File: config.mk
export PLATFORM = sky130hd
export DESIGN_NAME = bist_microprogram_sequencer
export DESIGN_NICKNAME = d
export VERILOG_FILES = /design/src/pkg/bist_seq_pkg.sv /design/src/rtl/bist_microprogram_sequencer.sv
export VERILOG_INCLUDE_DIRS = /design/src /design/src/pkg
export SDC_FILE = /design/constraint.sdc
export NUM_CORES = 1
export LEC_CHECK = 0
export ABC_AREA = 0
export BUFFER_PORTS_ARGS = -buffer_cell sky130_fd_sc_hd__clkbuf_2
export CAP_MARGIN = 25
export CORE_UTILIZATION = 40
export DETAILED_ROUTE_END_ITERATION = 12
export PLACE_DENSITY_LB_ADDON = 0.12
export SETUP_SLACK_MARGIN = 0.2
export SLEW_MARGIN = 15
export SYNTH_ARGS = -nofsm -noshare
export SYNTH_HDL_FRONTEND = slang
export SYNTH_SLANG_ARGS = --single-unit
File: constraint.sdc
create_clock -name CLOCK -period 34.6 [get_ports CLOCK]
set_input_delay 8.65 -clock CLOCK [delete_from_list [all_inputs] [get_ports CLOCK]]
set_output_delay 8.65 -clock CLOCK [all_outputs]
set_load 0.05 [all_outputs]
File: src/pkg/bist_seq_defs.svh
// constants for the microprogram sequencer
// assumes AXI4-Lite register access, one test clock
// Overview of operation
// - bank hold keeps bank segment
// - bank increment steps upward
// - bank decrement steps downward
// - load-lower loads lower bound value
// - load-upper loads upper bound value
// - bank commands only with bank bits
// - active loop may modify bank command
// - counters hold or step by one
// - counters step only on final tick
// - wait increment only without refresh scheduling
// - all conditions met: next sequential word
// - only loop pending: loop jump target
// - any unmet condition: own jump target
// - empty condition set requires nothing
// - row-low terminal at range end
// - row-high terminal at range end
// - row-low terminal required only when enabled
// - row-high terminal required only when enabled
// - row-low terminal needs permit, bits, width
// - row-low trigger needs row-low counting
// - row-high trigger needs counting, row bits
// - loop unit has three modifying entries
// - bank terminal at range end
// - general counter terminal at end value
`ifndef BIST_SEQ_DEFS_SVH
`define BIST_SEQ_DEFS_SVH
`define BANK_BITS    3
`define ROW_BITS     3
`define OFS_CTRL     7'h00
`define OFS_STAT     7'h04
`define OFS_RANGE    7'h08
`define OFS_LOAD     7'h0C
`define OFS_CEND     7'h10
`define OFS_LOOP     7'h14
`define OFS_ADDR     7'h18
`define OFS_CNT      7'h1C
`define OFS_IMEM     7'h40
`define IMEM_DEPTH   8
`define RST_WORD     32'h0000_0000
`define RESP_OK      2'h0
`define RESP_ERR     2'h2
`define SEG_MIN      3'h0
`define SEG_ONE      3'h1
`define CNT_ONE      8'h01
`endif

File: src/pkg/bist_seq_pkg.sv
// types shared by the sequencer and its bench
// assumes bist_seq_defs.svh for numeric constants
package bist_seq_pkg;
   typedef enum logic [2:0] {
      SEG_HOLD = 3'h0, SEG_INC = 3'h1, SEG_DEC = 3'h2,
      SEG_LDMIN = 3'h3, SEG_LDMAX = 3'h4
   } seg_cmd_e;
   typedef enum logic [2:0] {
      ST_IDLE = 3'b001, ST_RUN = 3'b010, ST_DONE = 3'b100
   } state_e;
   // one instruction word
   typedef struct packed {
      logic [7:0] spare;
      logic       last;
      logic [2:0] op_len;
      logic [2:0] jump_target;
      logic       loop_req;
      logic       need_wait;
      logic       need_cnta;
      logic       need_bank;
      logic       need_rhigh;
      logic       need_rlow;
      logic       wait_inc;
      logic       cnta_inc;
      seg_cmd_e   rhigh_cmd;
      seg_cmd_e   rlow_cmd;
      seg_cmd_e   bank_cmd;
   } instr_s;
   typedef struct packed {
      logic [1:0] spare;
      logic       inh_cmp;
      logic       inh_last;
      logic       wr_inv;
      logic       exp_inv;
      logic       addr_inv;
      logic       enable;
   } loop_entry_s;
   typedef struct packed {
      logic [2:0] bank;
      logic [2:0] row_high;
      logic [2:0] row_low;
      logic       exp_inv;
      logic       wr_inv;
      logic       cmp_en;
   } seq_out_s;
endpackage : bist_seq_pkg

File: src/rtl/bist_microprogram_sequencer.sv
// memory self-test instruction sequencer
// assumes AXI4-Lite master on CLOCK, memory driven from SEQ_OUT
//
// Register access over AXI4-Lite and the register offsets were left to the implementer.
`timescale 1ns/10ps
`include "bist_seq_defs.svh"
module bist_microprogram_sequencer (
   // clock and reset
   input  wire logic                   CLOCK,
   input  wire logic                   RST,
   // axi4-lite write
   input  wire logic [6:0]             S_AXI_AWADDR,
   input  wire logic                   S_AXI_AWVALID,
   output logic                        S_AXI_AWREADY,
   input  wire logic [31:0]            S_AXI_WDATA,
   input  wire logic [3:0]             S_AXI_WSTRB,
   input  wire logic                   S_AXI_WVALID,
   output logic                        S_AXI_WREADY,
   output logic [1:0]                  S_AXI_BRESP,
   output logic                        S_AXI_BVALID,
   input  wire logic                   S_AXI_BREADY,
   // axi4-lite read
   input  wire logic [6:0]             S_AXI_ARADDR,
   input  wire logic                   S_AXI_ARVALID,
   output logic                        S_AXI_ARREADY,
   output logic [31:0]                 S_AXI_RDATA,
   output logic [1:0]                  S_AXI_RRESP,
   output logic                        S_AXI_RVALID,
   input  wire logic                   S_AXI_RREADY,
   // memory side
   output bist_seq_pkg::seq_out_s      SEQ_OUT,
   output logic                        LAST_TICK,
   output logic [2:0]                  PC,
   output logic                        DONE
);
   import bist_seq_pkg::*;

   localparam logic HAS_BANK = (`BANK_BITS > 0);
   localparam logic HAS_ROW  = (`ROW_BITS > 0);

   ////////////////////////////////////////////////////////////
   // helpers
   function automatic logic [2:0] seg_next(
      seg_cmd_e c, logic [2:0] v, logic [2:0] mx,
      logic [2:0] lmin, logic [2:0] lmax);
      unique case (c)
         SEG_INC:   seg_next = (v == mx) ? `SEG_MIN : v + `SEG_ONE;
         SEG_DEC:   seg_next = (v == `SEG_MIN) ? mx : v - `SEG_ONE;
         SEG_LDMIN: seg_next = lmin;
         SEG_LDMAX: seg_next = lmax;
         default:   seg_next = v;
      endcase
   endfunction : seg_next

   function automatic logic seg_term(
      seg_cmd_e c, logic [2:0] v, logic [2:0] mx);
      seg_term = (c == SEG_INC && v == mx) ||
                 (c == SEG_DEC && v == `SEG_MIN);
   endfunction : seg_term

   function automatic seg_cmd_e seg_mod(seg_cmd_e c, logic inv);
      seg_mod = c;
      if (inv && c == SEG_INC) begin
         seg_mod = SEG_DEC;
      end else if (inv && c == SEG_DEC) begin
         seg_mod = SEG_INC;
      end
   endfunction : seg_mod

   function automatic logic [31:0] merge(
      logic [31:0] o, logic [31:0] n, logic [3:0] s);
      for (int i = 0; i < 4; i++) begin
         merge[i*8 +: 8] = s[i] ? n[i*8 +: 8] : o[i*8 +: 8];
      end
   endfunction : merge

   ////////////////////////////////////////////////////////////
   // registers
   logic [31:0]  ctrl_q, range_q, load_q, cend_q, loop_q;
   logic [31:0]  imem_q [`IMEM_DEPTH];
   logic         bvalid_q, rvalid_q;
   logic [1:0]   bresp_q, rresp_q;
   logic [31:0]  rdata_q;
   logic         wr_go;
   logic         wr_hit;

   wire logic run_en     = ctrl_q[0];
   wire logic refresh_on = ctrl_q[1];
   wire logic low_perm   = ctrl_q[2];
   wire logic [1:0] rl_width = ctrl_q[5:4];
   wire logic [2:0] bank_max = range_q[2:0];
   wire logic [2:0] row_max  = range_q[10:8];
   wire logic [2:0] ld_min   = load_q[2:0];
   wire logic [2:0] ld_max   = load_q[10:8];
   wire logic [7:0] cnta_end = cend_q[7:0];
   wire logic [7:0] wait_end = cend_q[15:8];
   wire logic [2:0] loop_tgt = loop_q[2:0];

   assign wr_go = S_AXI_AWVALID && S_AXI_WVALID && !bvalid_q;
   assign S_AXI_AWREADY = wr_go;
   assign S_AXI_WREADY  = wr_go;
   assign S_AXI_ARREADY = !rvalid_q;
   assign S_AXI_BVALID  = bvalid_q;
   assign S_AXI_BRESP   = bresp_q;
   assign S_AXI_RVALID  = rvalid_q;
   assign S_AXI_RRESP   = rresp_q;
   assign S_AXI_RDATA   = rdata_q;

   wire logic [6:0] wa = S_AXI_AWADDR & 7'h7C;
   assign wr_hit = wa <= `OFS_LOOP ||
                   (wa >= `OFS_IMEM && wa[6:5] == 2'h2);

   always_ff @(posedge CLOCK or posedge RST) begin
      if (RST) begin
         ctrl_q  <= `RST_WORD;
         range_q <= `RST_WORD;
         load_q  <= `RST_WORD;
         cend_q  <= `RST_WORD;
         loop_q  <= `RST_WORD;
         for (int i = 0; i < `IMEM_DEPTH; i++) begin
            imem_q[i] <= `RST_WORD;
         end
      end else if (wr_go) begin
         unique case (wa)
            `OFS_CTRL:  ctrl_q  <= merge(ctrl_q, S_AXI_WDATA, S_AXI_WSTRB);
            `OFS_RANGE: range_q <= merge(range_q, S_AXI_WDATA, S_AXI_WSTRB);
            `OFS_LOAD:  load_q  <= merge(load_q, S_AXI_WDATA, S_AXI_WSTRB);
            `OFS_CEND:  cend_q  <= merge(cend_q, S_AXI_WDATA, S_AXI_WSTRB);
            `OFS_LOOP:  loop_q  <= merge(loop_q, S_AXI_WDATA, S_AXI_WSTRB);
            default: begin
               if (wa >= `OFS_IMEM && wa[6:5] == 2'h2) begin
                  imem_q[wa[4:2]] <= merge(imem_q[wa[4:2]], S_AXI_WDATA,
                                           S_AXI_WSTRB);
               end
            end
         endcase
      end
   end

   always_ff @(posedge CLOCK or posedge RST) begin
      if (RST) begin
         bvalid_q <= 1'b0;
         bresp_q  <= `RESP_OK;
      end else if (wr_go) begin
         bvalid_q <= 1'b1;
         bresp_q  <= wr_hit ? `RESP_OK : `RESP_ERR;
      end else if (S_AXI_BREADY) begin
         bvalid_q <= 1'b0;
      end
   end

   ////////////////////////////////////////////////////////////
   // sequencer state
   state_e      state_q;
   logic [2:0]  pc_q, tick_q;
   logic [1:0]  pass_q;
   logic [2:0]  bank_q, rlow_q, rhigh_q;
   logic [7:0]  cnta_q, wait_q;
   instr_s      ins;
   loop_entry_s ent;
   seg_cmd_e    bank_c, rlow_c, rhigh_c;
   logic        fin, t_rlow, t_rhigh, t_bank, t_cnta, t_wait;
   logic        all_ok, loop_done, go_seq, hold_addr;
   logic        cnta_step, wait_step, rlow_ok;
   logic [2:0]  rl_max;
   logic [1:0]  next_pass;

   assign ins = instr_s'(imem_q[pc_q]);
   assign ent = loop_entry_s'(loop_q[8*pass_q +: 8]);
   assign fin = state_q == ST_RUN && tick_q == ins.op_len;
   assign rl_max = row_max & ((3'h1 << rl_width) - `SEG_ONE);
   assign rlow_ok = low_perm && HAS_ROW && rl_width != 2'h0;

   // loop entries modify commands on repeat passes
   wire logic mod_on = pass_q != 2'h0 && ent.enable;
   assign bank_c  = HAS_BANK ? seg_mod(ins.bank_cmd,
                    mod_on && ent.addr_inv) : SEG_HOLD;
   assign rlow_c  = rlow_ok ? seg_mod(ins.rlow_cmd,
                    mod_on && ent.addr_inv) : SEG_HOLD;
   assign rhigh_c = HAS_ROW ? seg_mod(ins.rhigh_cmd,
                    mod_on && ent.addr_inv) : SEG_HOLD;

   assign t_rlow  = rlow_ok && seg_term(rlow_c, rlow_q, rl_max);
   assign t_rhigh = HAS_ROW && seg_term(rhigh_c, rhigh_q, row_max);
   assign t_bank  = HAS_BANK && seg_term(bank_c, bank_q, bank_max);
   assign cnta_step = ins.cnta_inc;
   assign wait_step = ins.wait_inc && !refresh_on;
   assign t_cnta  = cnta_step && cnta_q + `CNT_ONE == cnta_end;
   assign t_wait  = wait_step && wait_q + `CNT_ONE == wait_end;

   // unrequested triggers default to satisfied
   assign all_ok = (!ins.need_rlow  || t_rlow)  &&
                   (!ins.need_rhigh || t_rhigh) &&
                   (!ins.need_bank  || t_bank)  &&
                   (!ins.need_cnta  || t_cnta)  &&
                   (!ins.need_wait  || t_wait);

   // next enabled entry after the current pass
   always_comb begin
      next_pass = 2'h0;
      for (int i = 3; i >= 1; i--) begin
         if (i > pass_q && loop_q[8*i]) begin
            next_pass = 2'(i);
         end
      end
   end
   assign loop_done = !ins.loop_req || next_pass == 2'h0;
   assign go_seq = all_ok && loop_done;
   assign hold_addr = mod_on && ent.inh_last && go_seq;

   always_ff @(posedge CLOCK or posedge RST) begin
      if (RST) begin
         state_q <= ST_IDLE;
      end else begin
         unique case (state_q)
            ST_IDLE: if (run_en) state_q <= ST_RUN;
            ST_RUN: begin
               if (!run_en) begin
                  state_q <= ST_IDLE;
               end else if (fin && go_seq && ins.last) begin
                  state_q <= ST_DONE;
               end
            end
            ST_DONE: if (!run_en) state_q <= ST_IDLE;
            default: state_q <= ST_IDLE;
         endcase
      end
   end

   always_ff @(posedge CLOCK or posedge RST) begin
      if (RST) begin
         tick_q <= `SEG_MIN;
      end else if (state_q != ST_RUN || fin) begin
         tick_q <= `SEG_MIN;
      end else begin
         tick_q <= tick_q + `SEG_ONE;
      end
   end

   always_ff @(posedge CLOCK or posedge RST) begin
      if (RST) begin
         pc_q   <= `SEG_MIN;
         pass_q <= 2'h0;
      end else if (state_q == ST_IDLE) begin
         pc_q   <= `SEG_MIN;
         pass_q <= 2'h0;
      end else if (fin) begin
         if (!all_ok) begin
            pc_q <= ins.jump_target;
         end else if (!loop_done) begin
            pc_q   <= loop_tgt;
            pass_q <= next_pass;
         end else begin
            pc_q   <= ins.last ? pc_q : pc_q + `SEG_ONE;
            pass_q <= 2'h0;
         end
      end
   end

   always_ff @(posedge CLOCK or posedge RST) begin
      if (RST) begin
         bank_q  <= `SEG_MIN;
         rlow_q  <= `SEG_MIN;
         rhigh_q <= `SEG_MIN;
      end else if (fin && !hold_addr) begin
         bank_q  <= seg_next(bank_c, bank_q, bank_max,
                             ld_min, ld_max);
         rlow_q  <= seg_next(rlow_c, rlow_q, rl_max, ld_min, ld_max);
         rhigh_q <= seg_next(rhigh_c, rhigh_q, row_max, ld_min, ld_max);
      end
   end

   always_ff @(posedge CLOCK or posedge RST) begin
      if (RST) begin
         cnta_q <= 8'h00;
         wait_q <= 8'h00;
      end else if (state_q == ST_IDLE) begin
         cnta_q <= 8'h00;
         wait_q <= 8'h00;
      end else if (fin) begin
         if (cnta_step) cnta_q <= cnta_q + `CNT_ONE;
         if (wait_step) wait_q <= wait_q + `CNT_ONE;
      end
   end

   ////////////////////////////////////////////////////////////
   // read path
   always_ff @(posedge CLOCK or posedge RST) begin
      if (RST) begin
         rvalid_q <= 1'b0;
         rresp_q  <= `RESP_OK;
         rdata_q  <= `RST_WORD;
      end else if (S_AXI_ARVALID && !rvalid_q) begin
         rvalid_q <= 1'b1;
         rresp_q  <= `RESP_OK;
         unique case (S_AXI_ARADDR & 7'h7C)
            `OFS_CTRL:  rdata_q <= ctrl_q;
            `OFS_STAT:  rdata_q <= {24'h0, pass_q, state_q, pc_q};
            `OFS_RANGE: rdata_q <= range_q;
            `OFS_LOAD:  rdata_q <= load_q;
            `OFS_CEND:  rdata_q <= cend_q;
            `OFS_LOOP:  rdata_q <= loop_q;
            `OFS_ADDR:  rdata_q <= {23'h0, bank_q, rhigh_q, rlow_q};
            `OFS_CNT:   rdata_q <= {16'h0, wait_q, cnta_q};
            default: begin
               if (S_AXI_ARADDR[6:5] == 2'h2) begin
                  rdata_q <= imem_q[S_AXI_ARADDR[4:2]];
               end else begin
                  rdata_q <= `RST_WORD;
                  rresp_q <= `RESP_ERR;
               end
            end
         endcase
      end else if (S_AXI_RREADY) begin
         rvalid_q <= 1'b0;
      end
   end

   ////////////////////////////////////////////////////////////
   // outputs
   always_ff @(posedge CLOCK or posedge RST) begin
      if (RST) begin
         SEQ_OUT <= '0;
      end else begin
         SEQ_OUT.bank     <= bank_q;
         SEQ_OUT.row_high <= rhigh_q;
         SEQ_OUT.row_low  <= rlow_q;
         SEQ_OUT.exp_inv  <= mod_on && ent.exp_inv;
         SEQ_OUT.wr_inv   <= mod_on && ent.wr_inv;
         SEQ_OUT.cmp_en   <= state_q == ST_RUN &&
                             !(mod_on && ent.inh_cmp);
      end
   end
   assign LAST_TICK = fin;
   assign PC   = pc_q;
   assign DONE = state_q == ST_DONE;
endmodule : bist_microprogram_sequencer

Word level (Yosys, flattened, before mapping):

Cells that the tools add are included.

* shift operators: 2
* order comparisons: 9
* $add $sub $neg: 11
* mux-type cells: 65
* reduce and logical (&&, ||, !) cells: 112
* equal/unequal tests: 45
* bitwise operators: 5

Operators with widths (count)
* 32-bit binary-select mux with 3-bit select: 3
* 256-bit bitwise mux: 1
* 32-bit one-hot mux with 8 select lines: 1
* 32-bit 2-to-1 mux: 6
* 32-bit demux with 3-bit select: 1
* 8-bit 2-to-1 mux: 10
* 3-bit 2-to-1 mux: 23
* 3-bit AND reduction: 22
* 24-bit 2-to-1 mux: 2
* 1-bit logical AND: 42
* 3-bit one-hot mux with 4 select lines: 3
* 32-bit by 6-bit indexed part select with 6-bit output: 1
* 3-bit by 2-bit equality test with 1-bit output (second input constant): 10
* 5-bit by 3-bit equality test with 1-bit output (second input constant): 6
* 3-bit by 1-bit equality test with 1-bit output (second input constant): 7
* 5-bit by 2-bit equality test with 1-bit output (second input constant): 4
* 2-bit 2-to-1 mux: 10
* 8-bit by 1-bit adder with 8-bit output (second input constant): 2
* 8-bit equality test: 2
* 2-bit nonzero test: 8
* 3-bit by 1-bit adder with 3-bit output (second input constant): 5
* 7-bit logical NOT: 2
* 2-bit AND reduction: 7
* 3-bit equality test: 4
* other kinds (27): 67

* word-level logic and storage cells: 297
* input port bits: 57
* flip-flop bits (word level): 502

Logic depth before layout (Yosys ltp):

Gate-level depths: netlist of the first run.

* depth in word-level cells: 24
* mapped depth: 14
* gate-level depth less buffers: 9

Worst setup path before layout of the first run:

Ideal clock, no wire load.

* path type: in2out
* from: input S_AXI_AWVALID
* to: output S_AXI_WREADY
* path slack: 16.033 ns
* cell stages on the path: 3
* arrival: 9.917 ns
* required time: 25.950 ns
* path through: nand2_1 nor2_1 buf_4

* longest elaborated chain between the ends: 2

RTL lines
* from (decl): line bist_microprogram_sequencer.sv:13 `input wire logic S_AXI_AWVALID,`
* 1-bit logical AND (2 in series): line bist_microprogram_sequencer.sv:99 `assign wr_go = S_AXI_AWVALID && S_AXI_WVALID && !bvalid_q;`
* to (decl): line bist_microprogram_sequencer.sv:18 `output logic S_AXI_WREADY,`

Every way passes these cells.

Final worst setup path of the first run:

* from: input S_AXI_AWVALID
* to: output S_AXI_AWREADY

* longest elaborated chain between the ends: 2

RTL lines
* 1-bit logical AND (2 in series): line bist_microprogram_sequencer.sv:99
* to (decl): line bist_microprogram_sequencer.sv:14 `output logic S_AXI_AWREADY,`

Every way passes these cells.

==> results.cfg, run 1 <==
[final_layout]
mostFrequentLayoutCells = dfrtp_1, mux2_2, nand2_1
n_fill_cell = 6091
syn_to_final_growth_pct = 11.9
layout_commonest_cell = dfrtp_1
layout-drive-gt1-share_pct = 35.7
nNetsFinal = 2321

[yosys]
ys_seq_area_share_pct = 45.4
ys_types = 87
avgSynthCellArea_sq_um = 12.6
syn_area_sq_um = 27600
synth_ff_type = dfrtp_1
synthArstFlopShare_pct = 100
synth-warning-count = 0
synth-seq-cells = 500
synthCells = 2194
synth-edff-count = 0

[sta]
setup_viol = 0
rsz0062_at_grt = false
finalCriticalPeriod_ns = 17.97
timing.fmax_ghz = 0.0556
skew_ns = 0.0274
fin_crit_sh_pct = 51.9
hold_ws_ns = 0.474
hold_viol = 0
fin_tns_setup_ns = 0
relSlewSlack_pct = 32.6
maxSlewViolCount = 0
worstMarginPinSlew_ns = 1.01

[clocking]
postCtsSetupBuffers = 0
clk_latency_ns = 0.62
cts.reportedPaths.clkPinSlew_ns = 0.06
cts_buffer_depth = 3
clockRootBuffer = clkbuf_16
postCtsResizedCells = 0
cts_sinks = 500
cts_hold_buf = 0
cts_tree = done
h-tree-depth = 2
cts-buffers-inserted = 56

[grt]
antenna_found_initial = 7
grt_max_degree = 118
grt_pass1_wl_um = 135000
grt_usage_pct = 25.7
grt_pass1_vias = 19900
gr-total-overflow = 0

[worst_setup_path]
required_ns = 25.95
cp_max_fo = 3
critPathKind = in2out
crit_top_cell = clkbuf_2
cp_slowest_cell = clkbuf_2
slowest_delay_ns = 0.33
cp.arrival_ns = 9.32
cp-end-kind = output pin
path_cells = clkbuf_2 > nand2_1 > nor2_1 > clkbuf_2
critPathLaunchType = input pin

[pwr]
leakagePower_nw = 13.7
p_per_area_nw_per_um2 = 48.0
ir_drop_uv = 36.3

[drt]
ant_nets = 0
drc = 0
via_count = 19700
initialDrtViolationCount = 1662
dr.pass1.iters = 6
finalWirelength_um = 88800
viasPerCell = 6.23
wire_per_inst_um = 28.0

[floorplan]
top_level_ports = 115
die_area_sq_um = 70000
start_util_pct = 40.7
dieHeight_um = 264
die-width_um = 264
num_rows = 95
core_sq_um = 67600

[flow_run]
drv_cap = 0

[worst_hold_path]
hold_class = reg2reg

[placed_design]
dp_hpwl_um = 60100
gp_congestion = 0.857
portBuffers = 108

[run_status]
status = finished, final reports clean
-- where the power goes --
group | internal [mW] | leakage (nW) | switching [mW]
combinational | 0.0883 | 6.03 | 0.125
clock | 0.353 | 0.897 | 0.246
sequential | 0.630 | 6.81 | 0.0400
-- worst max-delay path, delay by kind of cell --
family | cells | cell delay, ns
AND/OR/NAND/NOR | 2 | 0.27
buffers and inverters | 2 | 0.41
-- cells in the mapped netlist, types with 16 or more instances --
cell type | n | area [sq um]
a211oi_1 | 16 | 120
a21oi_1 | 65 | 325
a221oi_1 | 32 | 280
a222oi_1 | 20 | 200
a22o_1 | 27 | 236
a22oi_1 | 50 | 375
buf_1 | 29 | 109
clkbuf_1 | 102 | 383
dfrtp_1 | 499 | 12500
inv_1 | 33 | 124
mux2_2 | 398 | 4480
mux2i_1 | 99 | 991
mux4_2 | 130 | 2930
nand2_1 | 156 | 586
nand3_1 | 23 | 115
nor2_1 | 67 | 251
nor2b_1 | 20 | 125
nor3_1 | 27 | 135
o21ai_0 | 115 | 576
o21ai_1 | 22 | 110
xnor2_1 | 18 | 158
-- path summary, 6_finish.rpt --
kind	from	to	slack, ns	depth (start not counted)
setup / recovery	S_AXI_AWVALID	S_AXI_AWREADY	16.63	4
hold / removal	S_AXI_RRESP[1]	S_AXI_RRESP[1]	0.47	2
setup reg to reg	PC[0]	rhigh_q[0]	30.42	9
hold reg to reg	S_AXI_RRESP[1]	S_AXI_RRESP[1]	0.47	2
max in group asynchronous	RST	state_q[0]	23.85	6
min in group asynchronous	RST	imem_q[153]	8.17	2
-- routing by layer --
layer,wire (um),GRT usage (%)
met3,5740,4.17
met2,40300,39.5
met5,25,0
met1,40600,37.6
met4,2250,7.06
-- cell type report --
cell class,instances,area [sq um],area share (%)
Clock buffer,86,1630,5.30
Multi-Input combinational cell,1505,14300,46.3
Sequential cell,500,12500,40.6
Tap cell,873,1090,3.54
Inverter,34,135,0.438
Clock inverter,15,193,0.625
Timing Repair Buffer,154,982,3.18
Antenna cell,1,2.50,0.00811
-- state kept, by name (all words and copies together), names as in the netlist, 12 cells and up --
register,count
loop_q,32
load_q,32
SEQ_OUT,12
S_AXI_RDATA,32
imem_q,256
range_q,32
cend_q,32
ctrl_q,32
-- metrics by stage --
step	cell area (sq um)	util (%)	total power, mW	instances	worst slack [ns]
after floorplan	27600	-	0.820	2195	11.99
after global placement	28900	42.7	0.885	3061	15.80
after detailed placement	28900	42.8	0.892	3063	16.60
after CTS	30800	45.5	1.49	3164	16.59
after global routing	30800	45.6	1.54	3167	16.53
final	30800	45.6	1.48	3168	16.63
-- kinds of logic (layout without fill, tap and decap cells) --
logic type,after synthesis,after routing,share of synthesized area (%)
other,1,3,0.0136
AO/OA/AOI/OAI,444,444,11.2
AND/OR/NAND/NOR,365,365,6.37
XOR/XNOR,31,31,1.04
multiplexers,650,650,32.4
flip-flops,500,500,45.4
buffers and inverters,190,289,3.03
adder cells (fa/ha/maj),13,13,0.590
No activity file was read; power rests on OpenSTA's default activity.
==> run 2: changes to the inputs <==
Clock period 34.6 ns to 15.75 ns, I/O delays scaled along.
==> run 2 against run 1 <==
Critical endpoint is now S_AXI_WREADY. Setup slack worse by 9.4 ns. Cell area is 0.25% lower. Via count is 0.10% higher. Final cell count is 0.16% lower. Count of clock-buffer cells in the layout is 8 lower. Worst hold slack better by 0.0082 ns. First-iteration DRC count is 26% higher. Critical path depth stayed put. Largest cell class unchanged. Clock power is 120% higher. Flip-flop and latch count stayed put. Wire length is 0.14% lower. Sequential power is 120% higher.
==> results.cfg, run 2 (synthesized netlist as in run 1, its figures left out) <==
[run_status]
status = finished, final reports clean

[sta]
maxSlewViolCount = 0
relSlewSlack_pct = 30.2
finalCriticalPeriod_ns = 8.53
setup_viol = 0
fin_tns_setup_ns = 0
timing.fmax_ghz = 0.117
fin_ws_ns = 7.22
worstMarginPinSlew_ns = 1.05
fin_crit_sh_pct = 54.2
hold_viol = 0
rsz0062_at_grt = false
skew_ns = 0.0320

[clocking]
cts_hold_buf = 0
postCtsSetupBuffers = 0
cts.reportedPaths.clkPinSlew_ns = 0.06
clk_latency_ns = 0.64
h-tree-depth = 2
postCtsResizedCells = 0
cts-buffers-inserted = 55
cts_sinks = 500
cts_tree = done
clockRootBuffer = clkbuf_16
cts_buffer_depth = 3

[placed_design]
dp_hpwl_um = 59200
dp_slack_ns = 7.22
portBuffers = 108
gp_congestion = 0.850
numPlacedInstances = 3062

[drt]
viasPerCell = 6.24
via_count = 19700
ant_nets = 0
drc = 0
finalWirelength_um = 88700
wire_per_inst_um = 28.0
initialDrtViolationCount = 2090
dr.pass1.iters = 6

[worst_setup_path]
crit_top_cell = clkbuf_2
critPathLaunchType = input pin
cp_max_fo = 3
cp_slowest_cell = clkbuf_2
cp-end-kind = output pin
critPathKind = in2out
r2r_cells = 9
slowest_delay_ns = 0.33
r2r_end = bank_q[0]
crit_family = buffers and inverters
path_cells = clkbuf_2 > nand2_1 > nor2_1 > clkbuf_2
crit_buf_inv = 2
required_ns = 11.81
r2r-start = PC[0]
rrSetupSlack_ns = 11.58
cp.arrival_ns = 4.59

[pwr]
combPwrFrac_pct = 14.5
ir_drop_uv = 86.4
power.total_mw = 3.25
p_per_area_nw_per_um2 = 106
sequentialPowerShare_pct = 45.2
clock_power_share_pct = 40.3
internal_power_mw = 2.35
power_switching_mw = 0.907
sw_frac_of_total_pct = 27.9
leakagePower_nw = 13.7

[final_layout]
layout-drive-gt1-share_pct = 35.6
final_cells = 3163
nNetsFinal = 2318
largest-register = imem_q
layout_commonest_cell = dfrtp_1
n_fill_cell = 6119
register_area_sq_um = 12500
syn_to_final_growth_pct = 11.6
largest_register_ffs = 256
fin_util_pct = 45.5
mostFrequentLayoutCells = dfrtp_1, mux2_2, nand2_1
multi_input_area_sq_um = 14300

[worst_hold_path]
min_path_cells = 2
min_to = range_q[13]
hold_class = reg2reg
hold_start = range_q[13]

[flow_run]
drv_cap = 0

[floorplan]
die_area_sq_um = 70000
dieHeight_um = 264
num_rows = 95
die-width_um = 264
start_util_pct = 40.7
top_level_ports = 115
core_sq_um = 67600

[grt]
grt_max_degree = 149
grt_pass1_wl_um = 134000
antenna_found_initial = 2
grt_usage_pct = 25.7
grt_pass1_vias = 20100
gr-total-overflow = 0
-- run 2: power by group through the flow --
stage                     registers, mW  logic, mW  clock network (mW)
after floorplan                    1.50      0.296                   0
after global placement             1.49      0.459                   0
after detailed placement           1.49      0.468                   0
after CTS                          1.47      0.469                1.34
after global routing               1.48      0.506                1.39
final                              1.47      0.470                1.31
-- run 2: final cells by class --
class                      instances  share of cell area [%]
clock inverter                    19                   0.781
antenna                            2                  0.0163
timing repair buffer             152                    3.03
multi-input combinational       1505                    46.4
tap                              873                    3.55
sequential                       500                    40.7
inverter                          34                   0.427
clock buffer                      78                    5.08
-- run 2: worst max path at each step --
stage                    end  depth (start not counted)          start
2_1_floorplan          PC[0]                          1            RST
3_3_place_gp   S_AXI_AWREADY                          4  S_AXI_AWVALID
3_5_place_dp    S_AXI_WREADY                          4  S_AXI_AWVALID
4_1_cts         S_AXI_WREADY                          4  S_AXI_AWVALID
5_1_grt         S_AXI_WREADY                          4  S_AXI_AWVALID
6_report        S_AXI_WREADY                          4  S_AXI_AWVALID
-- run 2: metal layers --
layer	GRT usage, %	wire, um	up-vias
met5	0	13	-
met4	9.33	3200	2
met3	5.12	6590	180
met2	38.2	39100	759
met1	37.0	39800	10300
li1	-	-	8510
-- run 2: tightest hold or removal path: stages, from the launching register on --
cell	delay [ns]
dfrtp_1	0.34
nand2_1	0.05
o21ai_0	0.06
-- run 2: stage by stage --
step / hold WS [ns] / area [sq um]
global placement: 0.462 / 28900
finish: 0.482 / 30800
global route: 0.495 / 30800
detailed placement: 0.470 / 28900
CTS: 0.483 / 30700
floorplan: 0.364 / 27600
